File: config.mk
export PLATFORM = sky130hd
export DESIGN_NAME = ptmr_period_timer
export DESIGN_NICKNAME = d
export VERILOG_FILES = /design/src/core/ptmr_pkg.sv /design/src/core/ptmr_period_timer.sv /design/src/core/ptmr_postscaler.sv /design/src/core/ptmr_prescaler.sv
export SDC_FILE = /design/constraint.sdc
export NUM_CORES = 1
export LEC_CHECK = 0
export ABC_AREA = 0
export BUFFER_PORTS_ARGS = -buffer_cell sky130_fd_sc_hd__buf_2
export CORE_UTILIZATION = 30
export DETAILED_ROUTE_END_ITERATION = 16
export MAX_ROUTING_LAYER = met4
export PLACE_DENSITY = 0.58
export SYNTH_ARGS = -nofsm -noshare
export SYNTH_HDL_FRONTEND = slang
export SYNTH_SLANG_ARGS = --single-unit
export TNS_END_PERCENT = 20
File: constraint.sdc
create_clock -name sys_clk -period 1.5 [get_ports sys_clk]
set_input_delay 0.3 -clock sys_clk [delete_from_list [all_inputs] [get_ports sys_clk]]
set_output_delay 0.3 -clock sys_clk [all_outputs]
set_load 0.03 [all_outputs]
File: src/core/ptmr_pkg.sv
// Shared constants for the 8-bit period timer
`default_nettype none
package ptmr_pkg;
  // ----------------------------------------
  // Bus and register map
  // ----------------------------------------
  localparam int ADDR_W = 8; // APB address width
  localparam logic [7:0] CNT_OFS = 8'h00; // Count register
  localparam logic [7:0] PER_OFS = 8'h04; // Period register
  localparam logic [7:0] CTL_OFS = 8'h08; // Control register
  localparam logic [7:0] STS_OFS = 8'h0c; // Interrupt status
  localparam logic [7:0] MSK_OFS = 8'h10; // Interrupt mask
  // ----------------------------------------
  // Reset values
  // ----------------------------------------
  localparam logic [7:0] CNT_RST = 8'h00; // Count after reset
  localparam logic [7:0] PER_RST = 8'hff; // Period after reset
  localparam logic [6:0] CTL_RST = 7'h00; // Control after reset
  localparam logic [0:0] STS_RST = 1'h0; // Status after reset
  localparam logic [0:0] MSK_RST = 1'h0; // Mask after reset
  // ----------------------------------------
  // Control field layout
  // ----------------------------------------
  localparam int CTL_PRE_LSB = 0; // Prescale select low bit
  localparam int CTL_PRE_MSB = 1; // Prescale select high bit
  localparam int CTL_RUN_BIT = 2; // Run enable
  localparam int CTL_POST_LSB = 3; // Postscale select low bit
  localparam int CTL_POST_MSB = 6; // Postscale select high bit
  localparam int STS_MATCH_BIT = 0; // Period match flag
  // ----------------------------------------
  // Timing counts
  // ----------------------------------------
  localparam logic [1:0] INST_LAST = 2'h3; // Fosc/4 divider end
  localparam logic [1:0] PRE_SEL_DIV1 = 2'h0; // Code for 1:1
  localparam logic [1:0] PRE_SEL_DIV4 = 2'h1; // Code for 1:4
  localparam logic [3:0] PRE_LIM1 = 4'h0; // Last count, 1:1
  localparam logic [3:0] PRE_LIM4 = 4'h3; // Last count, 1:4
  localparam logic [3:0] PRE_LIM16 = 4'hf; // Last count, 1:16
endpackage
`default_nettype wire

File: src/core/ptmr_period_timer.sv
// Top of the 8-bit period timer with APB registers
//
// Local design decisions: the APB interface to the registers and the placing of the registers.
`timescale 1ns/1ns
`default_nettype none
module ptmr_period_timer (
  input wire logic sys_clk,
  input wire logic rst_n,
  input wire logic psel,
  input wire logic penable,
  input wire logic pwrite,
  input wire logic [ptmr_pkg::ADDR_W-1:0] paddr,
  input wire logic [31:0] pwdata,
  output logic [31:0] prdata,
  output logic pready,
  output logic pslverr,
  output logic irqOut
);
  import ptmr_pkg::*;

  // ----------------------------------------
  // Declarations
  // ----------------------------------------
  logic rstMeta_ff; // Reset release stage one
  logic rstN; // Synchronised reset, active low
  logic rstSync_ff; // Reset release stage two
  logic [1:0] instDiv_ff; // Fosc/4 divider
  logic instTick_ff; // Instruction tick pulse
  logic [7:0] count_ff; // Timer count
  logic [7:0] period_ff; // Period
  logic [6:0] control_ff; // Control bits 6..0
  logic [0:0] status_ff; // Sticky match flag
  logic [0:0] mask_ff; // Interrupt mask
  logic irq_ff; // Interrupt output
  logic pready_ff; // Bus ready
  logic pslverr_ff; // Bus error
  logic [31:0] prdata_ff; // Read data
  logic [31:0] nxt_prdata; // Read mux
  logic nxt_pslverr; // Decode miss
  logic setup; // Setup phase
  logic wrDone; // Write completes
  logic wrCount; // Count write
  logic wrPeriod; // Period write
  logic wrControl; // Control write
  logic wrStatus; // Status write
  logic wrMask; // Mask write
  logic scalerClr; // Clears both scalers
  logic runEn; // Run enable
  logic preTick; // Prescaler output
  logic matchEvt; // Count met period
  logic postTick; // Postscaler output
  logic [3:0] preCnt; // Prescaler state
  logic [3:0] postCnt; // Postscaler state

  // ----------------------------------------
  // Reset release
  // ----------------------------------------
  // Two stages so release is clean on sys_clk
  always_ff @(posedge sys_clk or negedge rst_n) begin
    if (!rst_n) begin
      rstMeta_ff <= 1'b0;
      rstSync_ff <= 1'b0;
    end else begin
      rstMeta_ff <= 1'b1;
      rstSync_ff <= rstMeta_ff;
    end
  end
  assign rstN = rstSync_ff;

  // ----------------------------------------
  // Instruction clock enable
  // ----------------------------------------
  // One pulse every fourth sys_clk edge
  always_ff @(posedge sys_clk or negedge rstN) begin
    if (!rstN) begin
      instDiv_ff <= 2'h0;
      instTick_ff <= 1'b0;
    end else begin
      instDiv_ff <= instDiv_ff + 2'h1;
      instTick_ff <= (instDiv_ff == INST_LAST);
    end
  end

  // ----------------------------------------
  // APB decode
  // ----------------------------------------
  // Setup phase loads read data and ready
  assign setup = psel & ~penable;
  // Write lands at the completing access edge
  assign wrDone = psel & penable & pwrite & pready_ff;
  assign wrCount = wrDone & (paddr == CNT_OFS);
  assign wrPeriod = wrDone & (paddr == PER_OFS);
  assign wrControl = wrDone & (paddr == CTL_OFS);
  assign wrStatus = wrDone & (paddr == STS_OFS);
  assign wrMask = wrDone & (paddr == MSK_OFS);

  // Read mux; unused bits read zero
  always_comb begin
    nxt_prdata = 32'h0;
    nxt_pslverr = 1'b0;
    unique case (paddr)
      CNT_OFS: begin
        nxt_prdata[7:0] = count_ff;
      end
      PER_OFS: begin
        nxt_prdata[7:0] = period_ff;
      end
      CTL_OFS: begin
        nxt_prdata[6:0] = control_ff; // Bit 7 reads 0
      end
      STS_OFS: begin
        nxt_prdata[0] = status_ff[0];
      end
      MSK_OFS: begin
        nxt_prdata[0] = mask_ff[0];
      end
      default: begin
        nxt_pslverr = 1'b1; // Unmapped address
      end
    endcase
  end

  // ----------------------------------------
  // APB answer
  // ----------------------------------------
  // Ready for exactly one access cycle
  always_ff @(posedge sys_clk or negedge rstN) begin
    if (!rstN) begin
      pready_ff <= 1'b0;
      pslverr_ff <= 1'b0;
      prdata_ff <= 32'h0;
    end else if (setup) begin
      pready_ff <= 1'b1;
      pslverr_ff <= nxt_pslverr;
      prdata_ff <= pwrite ? 32'h0 : nxt_prdata;
    end else begin
      pready_ff <= 1'b0;
      pslverr_ff <= 1'b0;
    end
  end
  assign pready = pready_ff;
  assign pslverr = pslverr_ff;
  assign prdata = prdata_ff;

  chk_ready_after_setup: assert property (
    @(posedge sys_clk) disable iff (!rstN)
    setup |=> pready_ff && pslverr_ff == $past(nxt_pslverr))
    else $error("no ready or wrong error after setup");

  chk_ready_one_cycle: assert property (
    @(posedge sys_clk) disable iff (!rstN)
    !setup |=> !pready_ff && !pslverr_ff)
    else $error("ready or error stood outside the access cycle");

  chk_read_data_hold: assert property (
    @(posedge sys_clk) disable iff (!rstN)
    !setup |=> $stable(prdata_ff))
    else $error("read data changed outside a setup cycle");

  // ----------------------------------------
  // Control, period and mask registers
  // ----------------------------------------
  // Control holds run bit and both selects
  always_ff @(posedge sys_clk or negedge rstN) begin
    if (!rstN) begin
      control_ff <= CTL_RST;
    end else if (wrControl) begin
      control_ff <= pwdata[6:0];
    end
  end
  chk_ctrl_write: assert property (
    @(posedge sys_clk) disable iff (!rstN)
    wrControl |=> control_ff == $past(pwdata[6:0]))
    else $error("control write lost");
  // Period is plain read and write
  always_ff @(posedge sys_clk or negedge rstN) begin
    if (!rstN) begin
      period_ff <= PER_RST;
    end else if (wrPeriod) begin
      period_ff <= pwdata[7:0];
    end
  end
  // Mask gates the flag onto the interrupt
  always_ff @(posedge sys_clk or negedge rstN) begin
    if (!rstN) begin
      mask_ff <= MSK_RST;
    end else if (wrMask) begin
      mask_ff <= pwdata[0:0];
    end
  end

  // ----------------------------------------
  // Scaler control
  // ----------------------------------------
  // Count or control write restarts both scalers
  assign scalerClr = wrCount | wrControl;
  assign runEn = control_ff[CTL_RUN_BIT];

  // Prescaler on the instruction tick
  ptmr_prescaler uPre (
    .sysClk(sys_clk),
    .rstN(rstN),
    .instTick(instTick_ff),
    .runEn(runEn),
    .clrCnt(scalerClr),
    .preSel(control_ff[CTL_PRE_MSB:CTL_PRE_LSB]),
    .preTick(preTick),
    .preCnt(preCnt)
  );

  // Match happens on the wrapping increment
  assign matchEvt = preTick & (count_ff == period_ff);

  // Postscaler on period matches
  ptmr_postscaler uPost (
    .sysClk(sys_clk),
    .rstN(rstN),
    .matchEvt(matchEvt),
    .clrCnt(scalerClr),
    .postSel(control_ff[CTL_POST_MSB:CTL_POST_LSB]),
    .postTick(postTick),
    .postCnt(postCnt)
  );

  // ----------------------------------------
  // Count register
  // ----------------------------------------
  // Software write beats a prescaler pulse
  always_ff @(posedge sys_clk or negedge rstN) begin
    if (!rstN) begin
      count_ff <= CNT_RST;
    end else if (wrCount) begin
      count_ff <= pwdata[7:0];
    end else if (matchEvt) begin
      count_ff <= 8'h00;
    end else if (preTick) begin
      count_ff <= count_ff + 8'h01;
    end
  end

  // ----------------------------------------
  // Interrupt status
  // ----------------------------------------
  // Set beats a write-one clear in one cycle
  always_ff @(posedge sys_clk or negedge rstN) begin
    if (!rstN) begin
      status_ff <= STS_RST;
    end else if (postTick) begin
      status_ff[STS_MATCH_BIT] <= 1'b1;
    end else if (wrStatus && pwdata[STS_MATCH_BIT]) begin
      status_ff[STS_MATCH_BIT] <= 1'b0;
    end
  end
  // Level output while an unmasked flag stands
  always_ff @(posedge sys_clk or negedge rstN) begin
    if (!rstN) begin
      irq_ff <= 1'b0;
    end else begin
      irq_ff <= |(status_ff & mask_ff);
    end
  end
  assign irqOut = irq_ff;

  chk_irq_follows: assert property (
    @(posedge sys_clk) disable iff (!rstN)
    (status_ff & mask_ff) != 1'h0 |=> irq_ff)
    else $error("interrupt missing for unmasked flag");

  chk_irq_falls: assert property (
    @(posedge sys_clk) disable iff (!rstN)
    (status_ff & mask_ff) == 1'h0 |=> !irq_ff)
    else $error("interrupt stood with no unmasked flag");

  chk_flag_clear: assert property (
    @(posedge sys_clk) disable iff (!rstN)
    wrStatus && pwdata[STS_MATCH_BIT] && !postTick
    |=> !status_ff[STS_MATCH_BIT])
    else $error("write one did not clear the match flag");

  // ----------------------------------------
  // Checks
  // ----------------------------------------
  chk_inst_tick_rate: assert property (
    @(posedge sys_clk) disable iff (!rstN)
    instTick_ff |=> !instTick_ff [*3] ##1 instTick_ff)
    else $error("instruction tick not every fourth cycle");

  chk_count_incr: assert property (
    @(posedge sys_clk) disable iff (!rstN)
    preTick && !matchEvt && !wrCount
    |=> count_ff == $past(count_ff) + 8'h01)
    else $error("count did not advance on prescaler pulse");

  chk_count_wrap: assert property (
    @(posedge sys_clk) disable iff (!rstN)
    preTick && (count_ff == period_ff) && !wrCount |=> count_ff == 8'h00)
    else $error("count did not wrap at period");

  chk_flag_set: assert property (
    @(posedge sys_clk) disable iff (!rstN)
    postTick |=> status_ff[STS_MATCH_BIT] ##1 irq_ff == mask_ff[0])
    else $error("match flag or interrupt wrong after postscaler");

  chk_period_write: assert property (
    @(posedge sys_clk) disable iff (!rstN)
    wrPeriod |=> period_ff == $past(pwdata[7:0]))
    else $error("period write lost");

  chk_count_write_clr: assert property (
    @(posedge sys_clk) disable iff (!rstN)
    wrCount |=> preCnt == 4'h0 && postCnt == 4'h0
      && count_ff == $past(pwdata[7:0]))
    else $error("count write did not clear scalers");

  chk_ctrl_keeps_count: assert property (
    @(posedge sys_clk) disable iff (!rstN)
    wrControl |=> $stable(count_ff) && preCnt == 4'h0 && postCnt == 4'h0)
    else $error("control write disturbed count or scalers");

  chk_stopped_hold: assert property (
    @(posedge sys_clk) disable iff (!rstN)
    !runEn && !wrCount && !wrControl
    |-> !preTick && !postTick ##1 $stable(count_ff) && $stable(preCnt))
    else $error("stopped timer changed state");

  chk_tick_needs_run: assert property (
    @(posedge sys_clk) disable iff (!rstN)
    preTick |-> runEn && !scalerClr)
    else $error("prescaler pulse while stopped or cleared");

  chk_post_restart: assert property (
    @(posedge sys_clk) disable iff (!rstN)
    postTick |=> postCnt == 4'h0)
    else $error("postscaler did not restart after its output");

endmodule // ptmr_period_timer
`default_nettype wire

File: src/core/ptmr_postscaler.sv
// Postscaler counting period matches, 1:1 to 1:16
`timescale 1ns/1ns
`default_nettype none
module ptmr_postscaler (
  input wire logic sysClk,
  input wire logic rstN,
  input wire logic matchEvt,
  input wire logic clrCnt,
  input wire logic [3:0] postSel,
  output logic postTick,
  output logic [3:0] postCnt
);
  import ptmr_pkg::*;
  logic [3:0] postCnt_ff; // Matches seen so far
  // Output after select plus one matches
  assign postTick = matchEvt & ~clrCnt & (postCnt_ff >= postSel);
  assign postCnt = postCnt_ff;
  // Match counter; a clear wins
  always_ff @(posedge sysClk or negedge rstN) begin
    if (!rstN) begin
      postCnt_ff <= 4'h0;
    end else if (clrCnt) begin
      postCnt_ff <= 4'h0;
    end else if (postTick) begin
      postCnt_ff <= 4'h0;
    end else if (matchEvt) begin
      postCnt_ff <= postCnt_ff + 4'h1;
    end
  end
  chk_post_advance: assert property (@(posedge sysClk) disable iff (!rstN)
    matchEvt && !clrCnt && !postTick |=> postCnt_ff == $past(postCnt_ff) + 4'h1)
    else $error("postscaler did not advance on a match");
  chk_post_ratio: assert property (@(posedge sysClk) disable iff (!rstN)
    postTick |-> matchEvt && (postCnt_ff == postSel))
    else $error("postscaler output at wrong count");
endmodule // ptmr_postscaler
`default_nettype wire

File: src/core/ptmr_prescaler.sv
// Prescaler dividing the instruction tick by 1, 4 or 16
`timescale 1ns/1ns
`default_nettype none
module ptmr_prescaler (
  input wire logic sysClk,
  input wire logic rstN,
  input wire logic instTick,
  input wire logic runEn,
  input wire logic clrCnt,
  input wire logic [1:0] preSel,
  output logic preTick,
  output logic [3:0] preCnt
);
  import ptmr_pkg::*;
  logic [3:0] preLim; // Last count for the chosen ratio
  logic [3:0] preCnt_ff; // Divider state
  // ----------------------------------------
  // Ratio decode
  // ----------------------------------------
  always_comb begin
    if (preSel == PRE_SEL_DIV1) begin
      preLim = PRE_LIM1;
    end else if (preSel == PRE_SEL_DIV4) begin
      preLim = PRE_LIM4;
    end else begin
      preLim = PRE_LIM16;
    end
  end
  // Tick only while running and not being cleared
  assign preTick = instTick & runEn & ~clrCnt & (preCnt_ff >= preLim);
  assign preCnt = preCnt_ff;
  // Counter; a clear wins over counting
  always_ff @(posedge sysClk or negedge rstN) begin
    if (!rstN) begin
      preCnt_ff <= 4'h0;
    end else if (clrCnt) begin
      preCnt_ff <= 4'h0;
    end else if (preTick) begin
      preCnt_ff <= 4'h0;
    end else if (instTick && runEn) begin
      preCnt_ff <= preCnt_ff + 4'h1;
    end
  end
  chk_pre_ratio: assert property (@(posedge sysClk) disable iff (!rstN)
    preTick |-> (preCnt_ff == preLim) && instTick)
    else $error("prescaler tick at wrong count");
endmodule // ptmr_prescaler
`default_nettype wire

==> run metrics, run 1 <==
crit-path max FO 9; Yosys reg bits slightly below 50; setup slack after layout -0.482 ns; Worst EP required between 1.5 and 2 ns; PortBufs 31; Distinct cells, synth 50; Final Total Pwr between 2000 and 2500 uW; Max Slew Vio Count 0; Fillers between 900 and 1k; WL final approximately 7000 um; area growth from synthesis to layout 35.8%; Hold Crit Class flip-flop to asynchronous set/reset pin; CTS tree done; Inserted Clock Buffers 5; worst clock skew between 0.006 and 0.007 ns; grt total ovfl 0; P_leak 0.00191 uW; Period minus WS final roughly 2 ns; synthesized area around 0.0029 mm^2; most frequent cells in the layout 67 x buf_4, 40 x dfrtp_1, 29 x buf_2; Synth area leaders dfrtp_1 35%, dfstp_2 7.3%, mux2_2 7.0%, buf_4 6.5%, ha_1 5.2%; Yosys top cell area share roughly 35%; Clock Path Buffers 2; nets 440; overall die area approximately 0.01 mm^2; Residual DRC 0; RSZ-0062 raised after global routing true; post-synthesis sequential area ratio between 40% and 50%; Max rail drop VDD 0.000280 V; Synth area leader dfrtp_1; worst path arrival time 2.18 ns; H-tree levels 2; area post-placement roughly 0.0037 mm^2; FF/Latch Area about 0.0012 mm^2; highest clock rate slightly above 0.5 GHz; Ys Warns 0; gpl congestion 0.806; Starting Density a little under a third; Clock Pin Slew Worst Setup and Hold Paths 0.09 ns; iteration-0 DRC count of the detailed router 60; Die H around 100 um; fraction of layout cells with a size suffix above 1 a little over two fifths; worst skew pair latency ~0.3 ns; largest net degree at the start of global routing 21; Final ANT Viol Nets 0; EDFF count, synth 0; vias post-DR around 2.4k; final hold vios 0; routed len/inst around 14 um; Die Span X about 100 um; # diodes 0; I/O pins 80; root buffer cell clkbuf_8; outcome finished, violations left; final instance area between 0.003 and 0.004 mm^2; Synth async-reset ratio between 90% and 100%; final setup fails 32; number of antenna violations at the first check in global routing 0; DR pass1 iterations 4; core footprint just over 0.009 mm^2; Place WS -0.547 ns; critical path type flip-flop to flip-flop; fin crit share 132%; first-pass GRT wire length approximately 12000 um; Mapped Cells approximately 280; Multi-input gate area about 0.0016 mm^2; failing checks setup timing; Top FF cell, synth dfrtp_1; max-cap viol count 0; commonest non-fill, non-tap cell in the layout buf_4; post-DP HPWL 5470 um; Worst Setup End Kind flip-flop; CP Launch Type flip-flop; Cell Pwr Density approximately 600 mW/mm^2; Rows 35; Synth Area per Inst 10.4 um^2; DR vias/cell around 4.7; clock sink count 49; GRT Overall Usage 15.3%; vias in the first global route approximately 2.4k
[cell families (layout without fill, tap and decap cells)]
family	Yosys count	after routing	synth area share [%]
compound gates	47	47	13.5
xor+xnor	9	9	2.73
fa+ha+maj	12	12	5.19
buf+inv	40	124	8.74
flops	49	49	42.8
mux	18	18	7.01
other cells	2	25	0.260
simple gates	100	100	19.8
[registers in the layout, indices dropped and copies added, names as in the netlist, 2 cells and up]
signal and count:
control_ff 7, period_ff 8, prdata 8, uPre.preCnt 4
uPost.postCnt 4, instDiv_ff 2, count_ff 8
[synth_stat cells (all sizes together) (2+ instances only)]
library cell,number
a221o,6
and3,4
a22oi,7
or3,4
nand3,20
nor3,4
nand2b,12
buf,28
a31oi,5
a2111oi,2
mux2,18
a211o,6
nor4,6
or4,2
xor2,9
o21ai,6
a21o,2
nor2,11
o2bb2ai,2
a211oi,2
conb,2
inv,11
ha,12
or2,4
o31ai,2
and2,2
nand2,25
nand3b,2
dfstp,8
dfrtp,41
[layer usage]
layer  vias to the layer above  share of wire, %  track usage (%)
li1                       1173                 -                -
met1                      1192                46             20.0
met2                        40                50             24.7
met3                         8               3.2             2.65
met4                         0              0.99             4.12
met5                         -                 0                -
[cell type report]
class                   count  share of cell area (%)
clock buffers               6                    1.85
clock inverters             2                   0.255
inverters                  11                    1.05
multi-input cells         211                    41.5
flip-flops and latches     49                    31.5
well taps                 129                    4.11
repair buffers            105                    19.7
[final timing paths]
path | start | endpoint | slack, ns | cells past startpoint
max | control_ff[0]$_DFFE_PN0P_ | count_ff[2]$_DFFE_PN0P_ | -0.48 | 8
min | rstN$_DFF_PN0_ | count_ff[1]$_DFFE_PN0P_ | 0.21 | 0
max reg2reg | control_ff[0]$_DFFE_PN0P_ | count_ff[2]$_DFFE_PN0P_ | -0.48 | 8
min reg2reg | rstN$_DFF_PN0_ | count_ff[1]$_DFFE_PN0P_ | 0.21 | 0
max in group asynchronous | rstN$_DFF_PN0_ | prdata[1]$_DFFE_PN0P_ | 0.76 | 1
min in group sys_clk | pwdata[7] | count_ff[7]$_DFFE_PN0P_ | 0.23 | 3
[critical path: stages (launching register included)]
cell and delay [ns]:
dfrtp_1 0.38, or2_4 0.27, ha_4 0.21, nand2b_4 0.13, a2111o_1 0.42, nand3_4 0.16
buf_6 0.14, a211o_1 0.10, nand3_1 0.07
[power by group]
| part | internal, uW | total [uW] | switching [uW] |
|---|---|---|---|
| Clock | 325 | 776 | 451 |
| Sequential | 1330 | 1340 | 13.5 |
| Combinational | 97.3 | 288 | 191 |
| Total | 1750 | 2410 | 656 |
[stage by stage]
stage / std cells / TNS (ns) / util [%] / hold WS [ns]
2_1_floorplan: 300 / -11.28 / - / 0.00441
3_3_place_gp: 501 / -16.56 / 39.5 / 0.0893
3_5_place_dp: 501 / -17.27 / 39.5 / 0.0914
4_1_cts: 512 / -8.14 / 41.5 / 0.222
5_1_grt: 513 / -10.34 / 42.3 / 0.246
6_report: 513 / -8.28 / 42.3 / 0.206
[repair_timing]
| item | CTS | global route |
|---|---|---|
| setup buffers | 1 | 1 |
| hold buffers | 1 | 0 |
| cloned | 1 | 0 |
| pin swaps | 7 | 8 |
| hold endpoints to repair | 2 | 0 |
| gates resized for setup | 19 | 14 |
| setup endpoints to repair | 41 | 40 |
(Power assumes the default switching activity.)
==> run 2, diff against run 1 <==
--- a/config.mk
+++ b/config.mk
@@ -5,12 +5,13 @@
 export SDC_FILE = /design/constraint.sdc
 export NUM_CORES = 1
 export LEC_CHECK = 0
-export ABC_AREA = 0
+export ABC_AREA = 1
 export BUFFER_PORTS_ARGS = -buffer_cell sky130_fd_sc_hd__buf_2
 export CORE_UTILIZATION = 30
 export DETAILED_ROUTE_END_ITERATION = 16
 export MAX_ROUTING_LAYER = met4
-export PLACE_DENSITY = 0.58
+export PLACE_DENSITY = 0.57
+export SLEW_MARGIN = 20
 export SYNTH_ARGS = -nofsm -noshare
 export SYNTH_HDL_FRONTEND = slang
 export SYNTH_SLANG_ARGS = --single-unit
==> run metrics, run 2 <==
outcome finished, violations left; failing checks setup timing; Rows 35; placed cells around 540; Synth async-reset ratio 100%; most common cell in the synthesized netlist nand2_1; reg2reg start control_ff[1]$_DFFE_PN0P_; Residual DRC 0; routed len/inst 10.9 um; Synth area leader dfrtp_1; Clock Path Buffers 2; root buffer cell clkbuf_8; Max Slew Vio Count 0; iteration-0 DRC count of the detailed router between 70 and 80; worst r2r dst count_ff[0]$_DFFE_PN0P_; PortBufs 31; Final ANT Viol Nets 0; final hold vios 0; Period minus WS final ~1.7 ns; Distinct cells, synth 37; post-DP HPWL approximately 4900 um; Yosys reg bits about 50; Starting Density about a third; top cells by count, synth 90 x nand2_1, 42 x inv_1, 41 x dfrtp_1, 25 x nand3_1, 24 x buf_4; max-cap viol count 0; largest net degree at the start of global routing 36; most frequent cells in the layout 89 x nand2_1, 40 x inv_1, 39 x dfrtp_1; Synth Area per Inst about 8.3 um^2; worst clock skew 0.00710 ns; core footprint roughly 0.0094 mm^2; RSZ-0062 raised after global routing true; Die H about 100 um; GRT Overall Usage between 10 and 15%; fin crit share 111%; fraction of layout cells with a size suffix above 1 between 20 and 30%; Ys Warns 0; Inserted Clock Buffers 5; gpl congestion about 0.77; setup slack after layout -0.162 ns; Worst Setup End Kind flip-flop; R2R Setup Slk -0.16 ns; DR pass1 iterations 4; area post-placement roughly 0.0034 mm^2; Die Span X approximately 100 um; grt total ovfl 0; worst path arrival time about 1.9 ns; Synth area leaders dfrtp_1 34%, nand2_1 11%, dfstp_2 7.1%, buf_4 6.1%, inv_1 5.3%; Max rail drop VDD roughly 0.0003 V; highest clock rate about 0.60 GHz; Yosys top cell area share approximately 34%; Cell Pwr Density 652 mW/mm^2; CP Launch Type flip-flop; post-synthesis sequential area ratio between 40 and 50%; Mapped Cells between 300 and 400; nets slightly below 500; I/O pins 80; Clock Pin Slew Worst Setup and Hold Paths about 0.09 ns; critical path type flip-flop to flip-flop; crit-path max FO 5; area growth from synthesis to layout 20.7%; synthesized area 0.00297 mm^2; Hold Crit Class flip-flop to asynchronous set/reset pin; EDFF count, synth 0; Fillers approximately 970; number of antenna violations at the first check in global routing 0; worst skew pair latency approximately 0.29 ns; DR vias/cell around 4.2; clock sink count 49; vias post-DR ~2.3k; final std cells w/o fill 555; # diodes 0; Crit. Startpoint control_ff[1]$_DFFE_PN0P_; Top FF cell, synth dfrtp_1; vias in the first global route approximately 2.1k; P_leak just under 0.002 uW; first-pass GRT wire length between 9000 and 10000 um; final setup fails 17; WL final just over 6000 um; Worst EP required 1.73 ns; overall die area slightly above 0.01 mm^2; final core occ between 30% and 40%; final instance area roughly 0.0036 mm^2; Worst R2R Path Depth 9; H-tree levels 2; CTS tree done; commonest non-fill, non-tap cell in the layout nand2_1
## run 2: worst max path at each step
stage / slack (ns) / depth (start not counted) / endpoint
detailed placement: -0.26 / 8 / count_ff[0]$_DFFE_PN0P_
global route: -0.26 / 10 / count_ff[0]$_DFFE_PN0P_
CTS: -0.18 / 9 / count_ff[0]$_DFFE_PN0P_
floorplan: -0.03 / 8 / count_ff[0]$_DFFE_PN0P_
global placement: -0.19 / 9 / count_ff[0]$_DFFE_PN0P_
finish: -0.16 / 9 / count_ff[0]$_DFFE_PN0P_
## run 2: worst max-delay path, stage by stage (launching register included)
cell     delay, ns
dfrtp_1       0.41
nor2_2        0.14
inv_1         0.05
ha_1          0.27
nand3_1       0.13
nand3_4       0.13
buf_4         0.18
nand3_4       0.11
nand2_2       0.06
a21oi_2       0.12
## run 2: cells by family after synthesis
group	after synthesis	share of synthesized area (%)
AOI/OAI and AO/OA	46	8.83
buffers and inverters	76	13.0
other	2	0.253
DFF	49	41.6
and+or+nand+nor	158	25.8
xor gates and xnor gates	15	4.42
muxes	2	1.01
adders and majority gates	12	5.05
## run 2: timing repair
item	CTS	global route
endpoints found under the hold margin	2	0
hold buffers	1	0
gates resized for setup	5	11
gates cloned	0	1
pin swaps	3	12
setup buffers	3	1
setup endpoints to repair	17	17
## run 2: metal layers
metal	vias to the layer above	part of all wire, %	GRT usage, %
met4	0	0.63	2.68
met2	64	45	20.1
met3	4	4.8	2.28
met5	-	0	-
met1	1033	49	17.2
li1	1225	-	-
## run 2: cell type report
cell class / count / area (um^2) / area share, %
flip-flops and latches: 49 / 1240 / 34.5
inverters: 48 / 183 / 5.09
well taps: 129 / 161 / 4.50
clock buffers: 8 / 80.1 / 2.23
repair buffers: 62 / 423 / 11.8
multi-input cells: 259 / 1500 / 41.9
## run 2: power breakdown
group	internal, uW	switching (uW)
logic	66.7	184
clock network	332	409
registers	1330	14.4
## run 2: through the flow
stage	total power, uW	worst slack (ns)	setup TNS (ns)	hold WS [ns]
global placement	1610	-0.191	-2.02	0.0878
global route	2470	-0.256	-3.76	0.178
detailed placement	1610	-0.259	-2.80	0.0875
finish	2340	-0.162	-1.88	0.168
CTS	2370	-0.179	-2.53	0.181
floorplan	1580	-0.0265	-0.0578	0.00441
